$ cat config.mk
export PLATFORM = sky130hd
export DESIGN_NAME = sps_top
export DESIGN_NICKNAME = d
export VERILOG_FILES = /design/src/verilog/placeholder_never.sv /design/src/pkg/sps_pkg.sv /design/src/verilog/sps_top.sv /design/src/verilog/sps_sync.sv
export VERILOG_INCLUDE_DIRS = /design/src /design/src/pkg
export SDC_FILE = /design/constraint.sdc
export NUM_CORES = 1
export LEC_CHECK = 0
export ABC_CLOCK_PERIOD_IN_PS = 3200
export BUFFER_PORTS_ARGS = -buffer_cell sky130_fd_sc_hd__buf_4
export CAP_MARGIN = 20
export CORE_ASPECT_RATIO = 0.8
export CORE_MARGIN = 1
export CORE_UTILIZATION = 45
export DETAILED_ROUTE_END_ITERATION = 6
export PLACE_DENSITY = 0.77
export SETUP_SLACK_MARGIN = 0.05
export SLEW_MARGIN = 20
export SYNTH_ARGS = -nofsm -noshare
export SYNTH_HDL_FRONTEND = slang
export SYNTH_HIERARCHICAL = 1
export SYNTH_SLANG_ARGS = --single-unit
export TNS_END_PERCENT = 30
$ cat constraint.sdc
create_clock -name mclk -period 3.2 [get_ports mclk]
set_input_delay 0.16 -clock mclk [delete_from_list [all_inputs] [get_ports mclk]]
set_output_delay 0.16 -clock mclk [all_outputs]
set_load 0.02 [all_outputs]
$ cat src/pkg/sps_map.svh
// register offsets, field positions, reset values and divider counts
// for the byte-wide serial port; included by bare name
`ifndef SPS_MAP_SVH
`define SPS_MAP_SVH

// ----------------------------------------
// register offsets
// ----------------------------------------
`define SPS_OFS_CTRL 8'h2c
`define SPS_OFS_STAT 8'h2d
`define SPS_OFS_DATA 8'h2e

// ----------------------------------------
// reset values
// ----------------------------------------
`define SPS_CTRL_RST 8'h00
`define SPS_DATA_RST 8'h00

// ----------------------------------------
// control and status bit positions
// ----------------------------------------
`define SPS_CB_IRQ_EN 7
`define SPS_CB_EN 6
`define SPS_CB_ORDER 5
`define SPS_CB_MASTER_SELECT 4
`define SPS_CB_CLOCK_IDLE_LEVEL 3
`define SPS_CB_CLOCK_SAMPLE_PHASE 2
`define SPS_SB_DONE 7
`define SPS_SB_WRITE_COLLISION_FLAG 6
`define SPS_SB_DBL 0

// ----------------------------------------
// pin index in user_dir and user_out
// ----------------------------------------
`define SPS_PIN_MOSI 0
`define SPS_PIN_MISO 1
`define SPS_PIN_SCK 2
`define SPS_PIN_SS 3

// ----------------------------------------
// transfer counts and sck half-period reloads (half period - 1)
// ----------------------------------------
`define SPS_LAST_BIT 3'h7
`define SPS_LAST_EDGE 4'hf
`define SPS_HALF_D2 6'h00
`define SPS_HALF_D4 6'h01
`define SPS_HALF_D8 6'h03
`define SPS_HALF_D16 6'h07
`define SPS_HALF_D32 6'h0f
`define SPS_HALF_D64 6'h1f
`define SPS_HALF_D128 6'h3f

`endif

$ cat src/verilog/placeholder_never.sv
// holds no logic: the port is sps_top with its sps_sync
// assumes nothing of its surroundings

$ cat src/pkg/sps_pkg.sv
// types shared by the serial port design files
// assumes nothing of its surroundings
package sps_pkg;
   typedef logic [7:0] sps_byte_t;
   typedef logic [5:0] sps_div_t;
endpackage

$ cat src/verilog/sps_top.sv
// byte-wide spi port, master or slave, with register port
// assumes one mclk domain; pins are resolved outside from out/oe
//
// Summary of operation
// - one transmit byte; data writes during a transfer are refused
// - received byte buffered, overwritten when next byte completes
// - enabled port forces pin directions by role, others user-set
// - slave: ss always input; ss low activates, miso driven if user-set
// - slave: ss high resets bit counter, drops partial byte, all inputs
// - master with ss output: ss is plain output, no port effect
// - master, ss input low: clear master select, become slave
// - that forced change also sets done flag, may raise interrupt
// - master select stays cleared until software writes it again
// - data driven on one sck edge, captured on the opposite
// - phase and polarity choose sample/setup edge and leading direction
// - control bit 7 enables interrupt when done flag and global enable
// - control bit 6 enables port; nothing happens while clear
// - control bit 5 one sends lsb first, zero msb first
// - control bit 4 one master, zero slave
// - control bit 3 sets sck idle level
// - master: rate bits and double rate divide mclk by 2 to 128
// - done flag set at byte end; cleared by ack or status-then-data
// - collision flag on data write mid-transfer, same clear sequence
// - master: data write starts sck, stops after eight bits
//
// Decided for this implementation: the address-and-strobe port.
`timescale 1ns/10ps
`default_nettype none
`include "sps_map.svh"

module sps_top (
   // clock and reset
   input wire logic mclk,
   input wire logic rst_b,
   // register port
   input wire logic [7:0] reg_addr,
   input wire logic [7:0] reg_wdata,
   input wire logic reg_wr,
   input wire logic reg_rd,
   output logic [7:0] reg_rdata,
   // cpu interrupt
   input wire logic gie,
   input wire logic irq_ack,
   output logic irq,
   // user pin directions and values: mosi, miso, sck, ss
   input wire logic [3:0] user_dir,
   input wire logic [3:0] user_out,
   // spi pins
   input wire logic mosi_in,
   output logic mosi_out,
   output logic mosi_oe,
   input wire logic miso_in,
   output logic miso_out,
   output logic miso_oe,
   input wire logic sck_in,
   output logic sck_out,
   output logic sck_oe,
   input wire logic ss_in,
   output logic ss_out,
   output logic ss_oe
);

   // ----------------------------------------
   // state
   // ----------------------------------------
   sps_pkg::sps_byte_t ctrl_r, sh_r, rxbuf_r, sh_shift, sh_mix;
   sps_pkg::sps_div_t div_r, reload;
   logic transfer_done_flag_r, write_collision_flag_r, dbl_r, run_r, out_bit_r, sck_r, sck_d_r;
   logic seen_if_r, seen_wc_r, irq_r;
   logic [3:0] edge_r, pin_s, pin_out_r, pin_oe_r;
   logic [2:0] bitcnt_r;
   logic [7:0] rdata_r;
   logic port_enable_bit, master_select, clock_idle_level, clock_sample_phase, lsb, master, fault, busy, start;
   logic wr_ctrl, wr_stat, wr_data, rd_stat, rd_data, data_acc;
   logic m_edge, s_chg, lead, trail, sample, setup, in_bit, tx_bit, done;
   logic m_samp, ins;
   logic [2:0] ms_r, lst_r;

   sps_sync #(
      .WIDTH(4)
   ) u_sync (
      .mclk(mclk),
      .rst_b(rst_b),
      .async_in({ss_in, sck_in, miso_in, mosi_in}),
      .sync_out(pin_s)
   );

   // ----------------------------------------
   // decode
   // ----------------------------------------
   assign port_enable_bit = ctrl_r[`SPS_CB_EN];
   assign master_select = ctrl_r[`SPS_CB_MASTER_SELECT];
   assign clock_idle_level = ctrl_r[`SPS_CB_CLOCK_IDLE_LEVEL];
   assign clock_sample_phase = ctrl_r[`SPS_CB_CLOCK_SAMPLE_PHASE];
   assign lsb = ctrl_r[`SPS_CB_ORDER];
   assign wr_ctrl = reg_wr && reg_addr == `SPS_OFS_CTRL;
   assign wr_stat = reg_wr && reg_addr == `SPS_OFS_STAT;
   assign wr_data = reg_wr && reg_addr == `SPS_OFS_DATA;
   assign rd_stat = reg_rd && reg_addr == `SPS_OFS_STAT;
   assign rd_data = reg_rd && reg_addr == `SPS_OFS_DATA;
   assign data_acc = wr_data | rd_data;
   assign master = port_enable_bit & master_select;
   // another master pulling ss low while ss is an input
   assign fault = master & ~user_dir[`SPS_PIN_SS] & ~pin_s[`SPS_PIN_SS];
   assign busy = run_r | (bitcnt_r != 3'h0) | (ms_r != 3'h0);
   assign start = master & wr_data & ~busy & ~fault;

   // ----------------------------------------
   // edges and shifting
   // ----------------------------------------
   assign m_edge = run_r && div_r == 6'h00;
   // slave finds sck edges by sampling; relies on slow enough sck
   assign s_chg = port_enable_bit & ~master_select & ~pin_s[`SPS_PIN_SS] & (pin_s[`SPS_PIN_SCK] ^ sck_d_r);
   assign lead = (m_edge & ~edge_r[0]) | (s_chg & (sck_d_r == clock_idle_level));
   assign trail = (m_edge & edge_r[0]) | (s_chg & (sck_d_r != clock_idle_level));
   assign sample = clock_sample_phase ? trail : lead;
   assign setup = clock_sample_phase ? lead : trail;
   // master shifts on its own edge but takes miso three cycles later,
   // past pin flop, far side and synchroniser; /2 leaves too little room
   assign m_samp = m_edge & (clock_sample_phase ? edge_r[0] : ~edge_r[0]);
   assign ins = ms_r[2];
   assign in_bit = master_select ? 1'b0 : pin_s[`SPS_PIN_MOSI];
   assign tx_bit = lsb ? sh_r[0] : sh_r[7];
   assign sh_mix = ~ins ? sh_r
                   : lsb ? {pin_s[`SPS_PIN_MISO], sh_r[6:0]} : {sh_r[7:1], pin_s[`SPS_PIN_MISO]};
   assign sh_shift = lsb ? {in_bit, sh_mix[7:1]} : {sh_mix[6:0], in_bit};
   assign done = (ins & lst_r[2])
                 | (sample & ~master_select && bitcnt_r == `SPS_LAST_BIT);

   always_comb begin
      case ({dbl_r, ctrl_r[1:0]})
         3'h0: reload = `SPS_HALF_D4;
         3'h1: reload = `SPS_HALF_D16;
         3'h2: reload = `SPS_HALF_D64;
         3'h3: reload = `SPS_HALF_D128;
         3'h4: reload = `SPS_HALF_D2;
         3'h5: reload = `SPS_HALF_D8;
         3'h6: reload = `SPS_HALF_D32;
         default: reload = `SPS_HALF_D64;
      endcase
   end

   // ----------------------------------------
   // registers
   // ----------------------------------------
   always_ff @(posedge mclk) begin
      if (!rst_b) begin
         ctrl_r <= `SPS_CTRL_RST;
      end else begin
         if (wr_ctrl) begin
            ctrl_r <= reg_wdata;
         end
         if (fault) begin
            ctrl_r[`SPS_CB_MASTER_SELECT] <= 1'b0;
         end
      end
   end

   always_ff @(posedge mclk) begin
      if (!rst_b) begin
         dbl_r <= 1'b0;
      end else if (wr_stat) begin
         dbl_r <= reg_wdata[`SPS_SB_DBL];
      end
   end

   always_ff @(posedge mclk) begin
      if (!rst_b) begin
         rdata_r <= 8'h00;
      end else if (reg_rd) begin
         case (reg_addr)
            `SPS_OFS_CTRL: rdata_r <= ctrl_r;
            `SPS_OFS_STAT: rdata_r <= {transfer_done_flag_r, write_collision_flag_r, 5'h00, dbl_r};
            `SPS_OFS_DATA: rdata_r <= rxbuf_r;
            default: rdata_r <= 8'h00;
         endcase
      end else begin
         rdata_r <= 8'h00;
      end
   end

   // ----------------------------------------
   // shift register, bit counter, outgoing bit
   // ----------------------------------------
   always_ff @(posedge mclk) begin
      if (!rst_b) begin
         sh_r <= `SPS_DATA_RST;
         bitcnt_r <= 3'h0;
         out_bit_r <= 1'b0;
      end else begin
         if (wr_data & ~busy) begin
            sh_r <= reg_wdata;
         end else if (sample) begin
            sh_r <= sh_shift;
         end else if (ins) begin
            sh_r <= sh_mix;
         end
         if (~port_enable_bit | fault | (~master_select & pin_s[`SPS_PIN_SS])) begin
            bitcnt_r <= 3'h0;
         end else if (sample) begin
            bitcnt_r <= bitcnt_r + 3'h1;
         end
         if (setup) begin
            out_bit_r <= tx_bit;
         end else if (~busy) begin
            out_bit_r <= wr_data ? (lsb ? reg_wdata[0] : reg_wdata[7]) : tx_bit;
         end
      end
   end

   always_ff @(posedge mclk) begin
      if (!rst_b) begin
         rxbuf_r <= `SPS_DATA_RST;
      end else if (done) begin
         rxbuf_r <= sample ? sh_shift : sh_mix;
      end
   end

   always_ff @(posedge mclk) begin
      if (!rst_b) begin
         ms_r <= 3'h0;
         lst_r <= 3'h0;
      end else if (~master | fault) begin
         ms_r <= 3'h0;
         lst_r <= 3'h0;
      end else begin
         ms_r <= {ms_r[1:0], m_samp};
         lst_r <= {lst_r[1:0], bitcnt_r == `SPS_LAST_BIT};
      end
   end

   // ----------------------------------------
   // master sck generator
   // ----------------------------------------
   always_ff @(posedge mclk) begin
      if (!rst_b) begin
         run_r <= 1'b0;
         div_r <= 6'h00;
         edge_r <= 4'h0;
         sck_r <= 1'b0;
      end else if (~master | fault) begin
         run_r <= 1'b0;
         edge_r <= 4'h0;
         sck_r <= clock_idle_level;
      end else if (start) begin
         run_r <= 1'b1;
         div_r <= reload;
         edge_r <= 4'h0;
      end else if (m_edge) begin
         div_r <= reload;
         edge_r <= edge_r + 4'h1;
         sck_r <= ~sck_r;
         if (edge_r == `SPS_LAST_EDGE) begin
            run_r <= 1'b0;
         end
      end else if (run_r) begin
         div_r <= div_r - 6'h01;
      end else begin
         sck_r <= clock_idle_level;
      end
   end

   always_ff @(posedge mclk) begin
      if (!rst_b) begin
         sck_d_r <= 1'b0;
      end else begin
         sck_d_r <= pin_s[`SPS_PIN_SCK];
      end
   end

   // ----------------------------------------
   // flags and interrupt
   // ----------------------------------------
   always_ff @(posedge mclk) begin
      if (!rst_b) begin
         transfer_done_flag_r <= 1'b0;
         write_collision_flag_r <= 1'b0;
      end else begin
         transfer_done_flag_r <= (port_enable_bit & (done | fault))
                   | (transfer_done_flag_r & ~(irq_ack | (data_acc & (seen_if_r | seen_wc_r))));
         write_collision_flag_r <= (port_enable_bit & wr_data & busy) | (write_collision_flag_r & ~(data_acc & seen_wc_r));
      end
   end

   always_ff @(posedge mclk) begin
      if (!rst_b) begin
         seen_if_r <= 1'b0;
         seen_wc_r <= 1'b0;
      end else if (rd_stat) begin
         seen_if_r <= transfer_done_flag_r;
         seen_wc_r <= write_collision_flag_r;
      end else if (data_acc) begin
         seen_if_r <= 1'b0;
         seen_wc_r <= 1'b0;
      end
   end

   always_ff @(posedge mclk) begin
      if (!rst_b) begin
         irq_r <= 1'b0;
      end else begin
         irq_r <= transfer_done_flag_r & ctrl_r[`SPS_CB_IRQ_EN] & gie;
      end
   end

   // ----------------------------------------
   // pin direction overrides
   // ----------------------------------------
   always_ff @(posedge mclk) begin
      if (!rst_b) begin
         pin_oe_r <= 4'h0;
         pin_out_r <= 4'h0;
      end else if (~port_enable_bit) begin
         pin_oe_r <= user_dir;
         pin_out_r <= user_out;
      end else if (master_select) begin
         pin_oe_r <= {user_dir[3], user_dir[2], 1'b0, user_dir[0]};
         pin_out_r <= {user_out[3], sck_r, 1'b0, out_bit_r};
      end else begin
         pin_oe_r <= {2'b00, user_dir[1] & ~pin_s[`SPS_PIN_SS], 1'b0};
         pin_out_r <= {user_out[3], user_out[2], out_bit_r, user_out[0]};
      end
   end

   assign reg_rdata = rdata_r;
   assign irq = irq_r;
   assign mosi_out = pin_out_r[`SPS_PIN_MOSI];
   assign mosi_oe = pin_oe_r[`SPS_PIN_MOSI];
   assign miso_out = pin_out_r[`SPS_PIN_MISO];
   assign miso_oe = pin_oe_r[`SPS_PIN_MISO];
   assign sck_out = pin_out_r[`SPS_PIN_SCK];
   assign sck_oe = pin_oe_r[`SPS_PIN_SCK];
   assign ss_out = pin_out_r[`SPS_PIN_SS];
   assign ss_oe = pin_oe_r[`SPS_PIN_SS];
endmodule

`default_nettype wire

$ cat src/verilog/sps_sync.sv
// two-flip-flop synchroniser for pin inputs
// assumes inputs are asynchronous to mclk
`timescale 1ns/10ps
`default_nettype none

module sps_sync #(
   parameter int WIDTH = 4
) (
   // clock and reset
   input wire logic mclk,
   input wire logic rst_b,
   // asynchronous in, synchronised out
   input wire logic [WIDTH-1:0] async_in,
   output logic [WIDTH-1:0] sync_out
);

   logic [WIDTH-1:0] meta_r;

   always_ff @(posedge mclk) begin
      if (!rst_b) begin
         meta_r <= '0;
         sync_out <= '0;
      end else begin
         meta_r <= async_in;
         sync_out <= meta_r;
      end
   end

endmodule

`default_nettype wire

==> results.yml <==
outcome:
  status: "complete, no violations"
placed_design:
  place_hpwl_mm: 6.24
  dp_worst_setup_slack_ns: 0.700
  io_buffer_count: 50
  place.gp.congestion: 0.857
worst_setup_path:
  arrival_ns: 2.86
  critPathRequiredTime_ns: 3.50
  critical_path_class: "flip-flop to flip-flop"
  path_max_fanout: 12
  crit_path_start_kind: "flip-flop"
  endpoint_kind: "flip-flop"
grt:
  grt_max_degree: 49
  grtUsageTotal: 0.230
  antenna_found_initial: 0
  grt_pass1_vias: 2847
  grt_overflow_total: 0
  grt_pass1_wl_mm: 14.1
sta:
  finalHoldViolations: 0
  grt_setup_unrepaired: "false"
  finalMaxSlewViolations: 0
  min_period_ns: 2.56
  tns_ns: 0
  fmax_mhz: 390
  relSlewSlack: 0.505
  final-setup-viol-count: 0
  skew_ns: 0.00993
  setup_slack_ns: 0.636
  tightest_slew_ns: 0.741
  finalCritPeriodShare: 0.801
layout:
  area_growth_pct: 18.3
  final_util: 0.552
  fin_nets: 469
  final_layout_size_suffix_gt1_frac: 0.203
  antennaDiodeCount: 0
synth:
  synth_edf_count: 0
  synth.distinct_cells: 62
  synthesis.area_mm2: 0.00348
  synth.area.mux_share: 0.116
  yosysSeqAreaShare: 0.443
  async_flop_share: 0
  synthTopCellsByCount: "dfxtp_1, nand2_1, nor2_1, a21oi_1, mux2i_1"
  ys_ff_latch: 77
  synth-simple-area-share: 0.228
  synthFlopType: "dfxtp_1"
  synth_xor_area_frac: 0.0101
  ys_top_cells_by_area: "dfxtp_1, mux2i_1, a21oi_1"
  synth_top_area_cell: "dfxtp_1"
  syn_nets: 422
  synthAdderAreaFrac: 0.0216
  synth_compound_area_frac: 0.150
  synth_most_common_cell: "dfxtp_1"
  yosysWarnings: 6
  synth_top_family_by_area: "simple AND/OR/NAND/NOR gates"
  avgSynthCellArea_um2: 9.12
  synth_top_area_share: 0.443
  syn-instance-count: 382
routing:
  via_per_inst: 5.64
  antenna_left: 0
  vias: 3040
  dr.pass1.iters: 6
  drc: 0
  drt_iter0_drc: 332
  wl_per_cell_um: 16.1
  totalWireLength_mm: 8.65
cts:
  cts.repair.resized: 0
  cts.sinks: 77
  clk_latency_ns: 0.36
  cts_made_buffers: 9
  clkTransAtPathRegs_ns: 0.07
  cts_buffer_depth: 2
  cts_root_buf: "clkbuf_8"
  cts_tree: "done"
  postCtsSetupRepairBufs: 0
  cts-htree-levels: 3
  ctsHoldBuffers: 1
die:
  ioPinCount: 51
  rows: 28
  start_util: 0.467
  coreArea_mm2: 0.00746
  dieWidth_um: 100
  die_area_mm2: 0.00810
  die_h_um: 80.7
flow_run:
  drv_cap: 0
power:
  p_leak_nw: 1.69
  ir_drop_uv: 291
  power_density_mw_per_mm2: 418
  finalPower_mw: 1.72
worst_hold_path:
  hp-class: "input port to flip-flop"
-- where the power goes --
part | switching (mW) | total (mW) | internal (mW)
Combinational | 0.0499 | 0.0970 | 0.0471
Clock | 0.356 | 0.655 | 0.299
Sequential | 0.00468 | 0.973 | 0.968
Total | 0.410 | 1.72 | 1.31
-- logic make-up (layout without fill, tap and decap cells) --
kind of cell	count (synthesis)	after routing
DFF	77	77
AOI/OAI and AO/OA	83	83
and+or+nand+nor	147	147
adders and majority gates	6	6
muxes	39	39
xor gates and xnor gates	4	4
buffers and inverters	26	78
-- layout make-up --
class / instances / area, um^2
Fill cell: 710 / 3340
Clock buffer: 10 / 138
Multi-Input combinational cell: 279 / 1830
Inverter: 8 / 30.0
Sequential cell: 77 / 1540
Tap cell: 105 / 131
Clock inverter: 6 / 38.8
Timing Repair Buffer: 54 / 408
-- routing by layer --
metal	vias up	part of all wire	GRT usage
li1	1471	-	-
met1	1431	0.50	0.327
met2	124	0.42	0.349
met3	14	0.072	0.0479
met4	0	0.013	0.0710
met5	-	0	0
-- flip-flops by register name, summed over array words and instances, names as in the netlist, 3 cells and up --
name / flops
sh_r: 8
bitcnt_r: 3
u_sync/meta_r: 4
div_r: 6
ms_r: 3
rxbuf_r: 8
reg_rdata: 8
lst_r: 3
u_sync/sync_out: 4
pin_oe_r: 4
pin_out_r: 4
edge_r: 4
ctrl_r: 8
-- critical path, stage by stage, from the launching register on --
cell	delay [ns]
dfxtp_1	0.33
inv_1	0.13
ha_1	0.20
nor4bb_1	0.41
a21oi_1	0.12
a32o_1	0.44
o21ai_1	0.59
o221a_2	0.29
-- stage by stage --
step | std cells | hold WS, ns | area [um^2]
global route | 539 | 0.0122 | 4120
CTS | 539 | 0.00481 | 4120
floorplan | 382 | 0.282 | 3480
global placement | 522 | 0.368 | 3940
detailed placement | 522 | 0.371 | 3940
finish | 539 | 0.0122 | 4120
-- cell usage in the layout, fill, tap and decap left out, drive strengths merged, types with 4 or more instances in the layout --
master	synthesis	routed
nand2b	5	5
o21ai	19	19
ha	6	6
nor3b	5	5
nand4	6	6
clkbuf	14	10
nand2	36	36
nor2	34	34
a21oi	31	31
mux2	9	9
clkinv	0	4
o22ai	11	11
buf	4	53
and3	10	10
inv	8	8
nor2b	7	7
and2	10	10
dfxtp	77	77
nor3	8	8
mux2i	30	30
nand3	8	8
-- path summary, 6_finish.rpt --
path / from / endpoint / cells past startpoint / slack (ns)
max: div_r[0] / transfer_done_flag_r / 7 / 0.64
max reg2reg: div_r[0] / transfer_done_flag_r / 7 / 0.64
min: sck_in / u_sync/meta_r[2] / 2 / 0.01
min reg2reg: u_sync/meta_r[2] / u_sync/sync_out[2] / 1 / 0.44
Power figures use the tool's default switching activity.
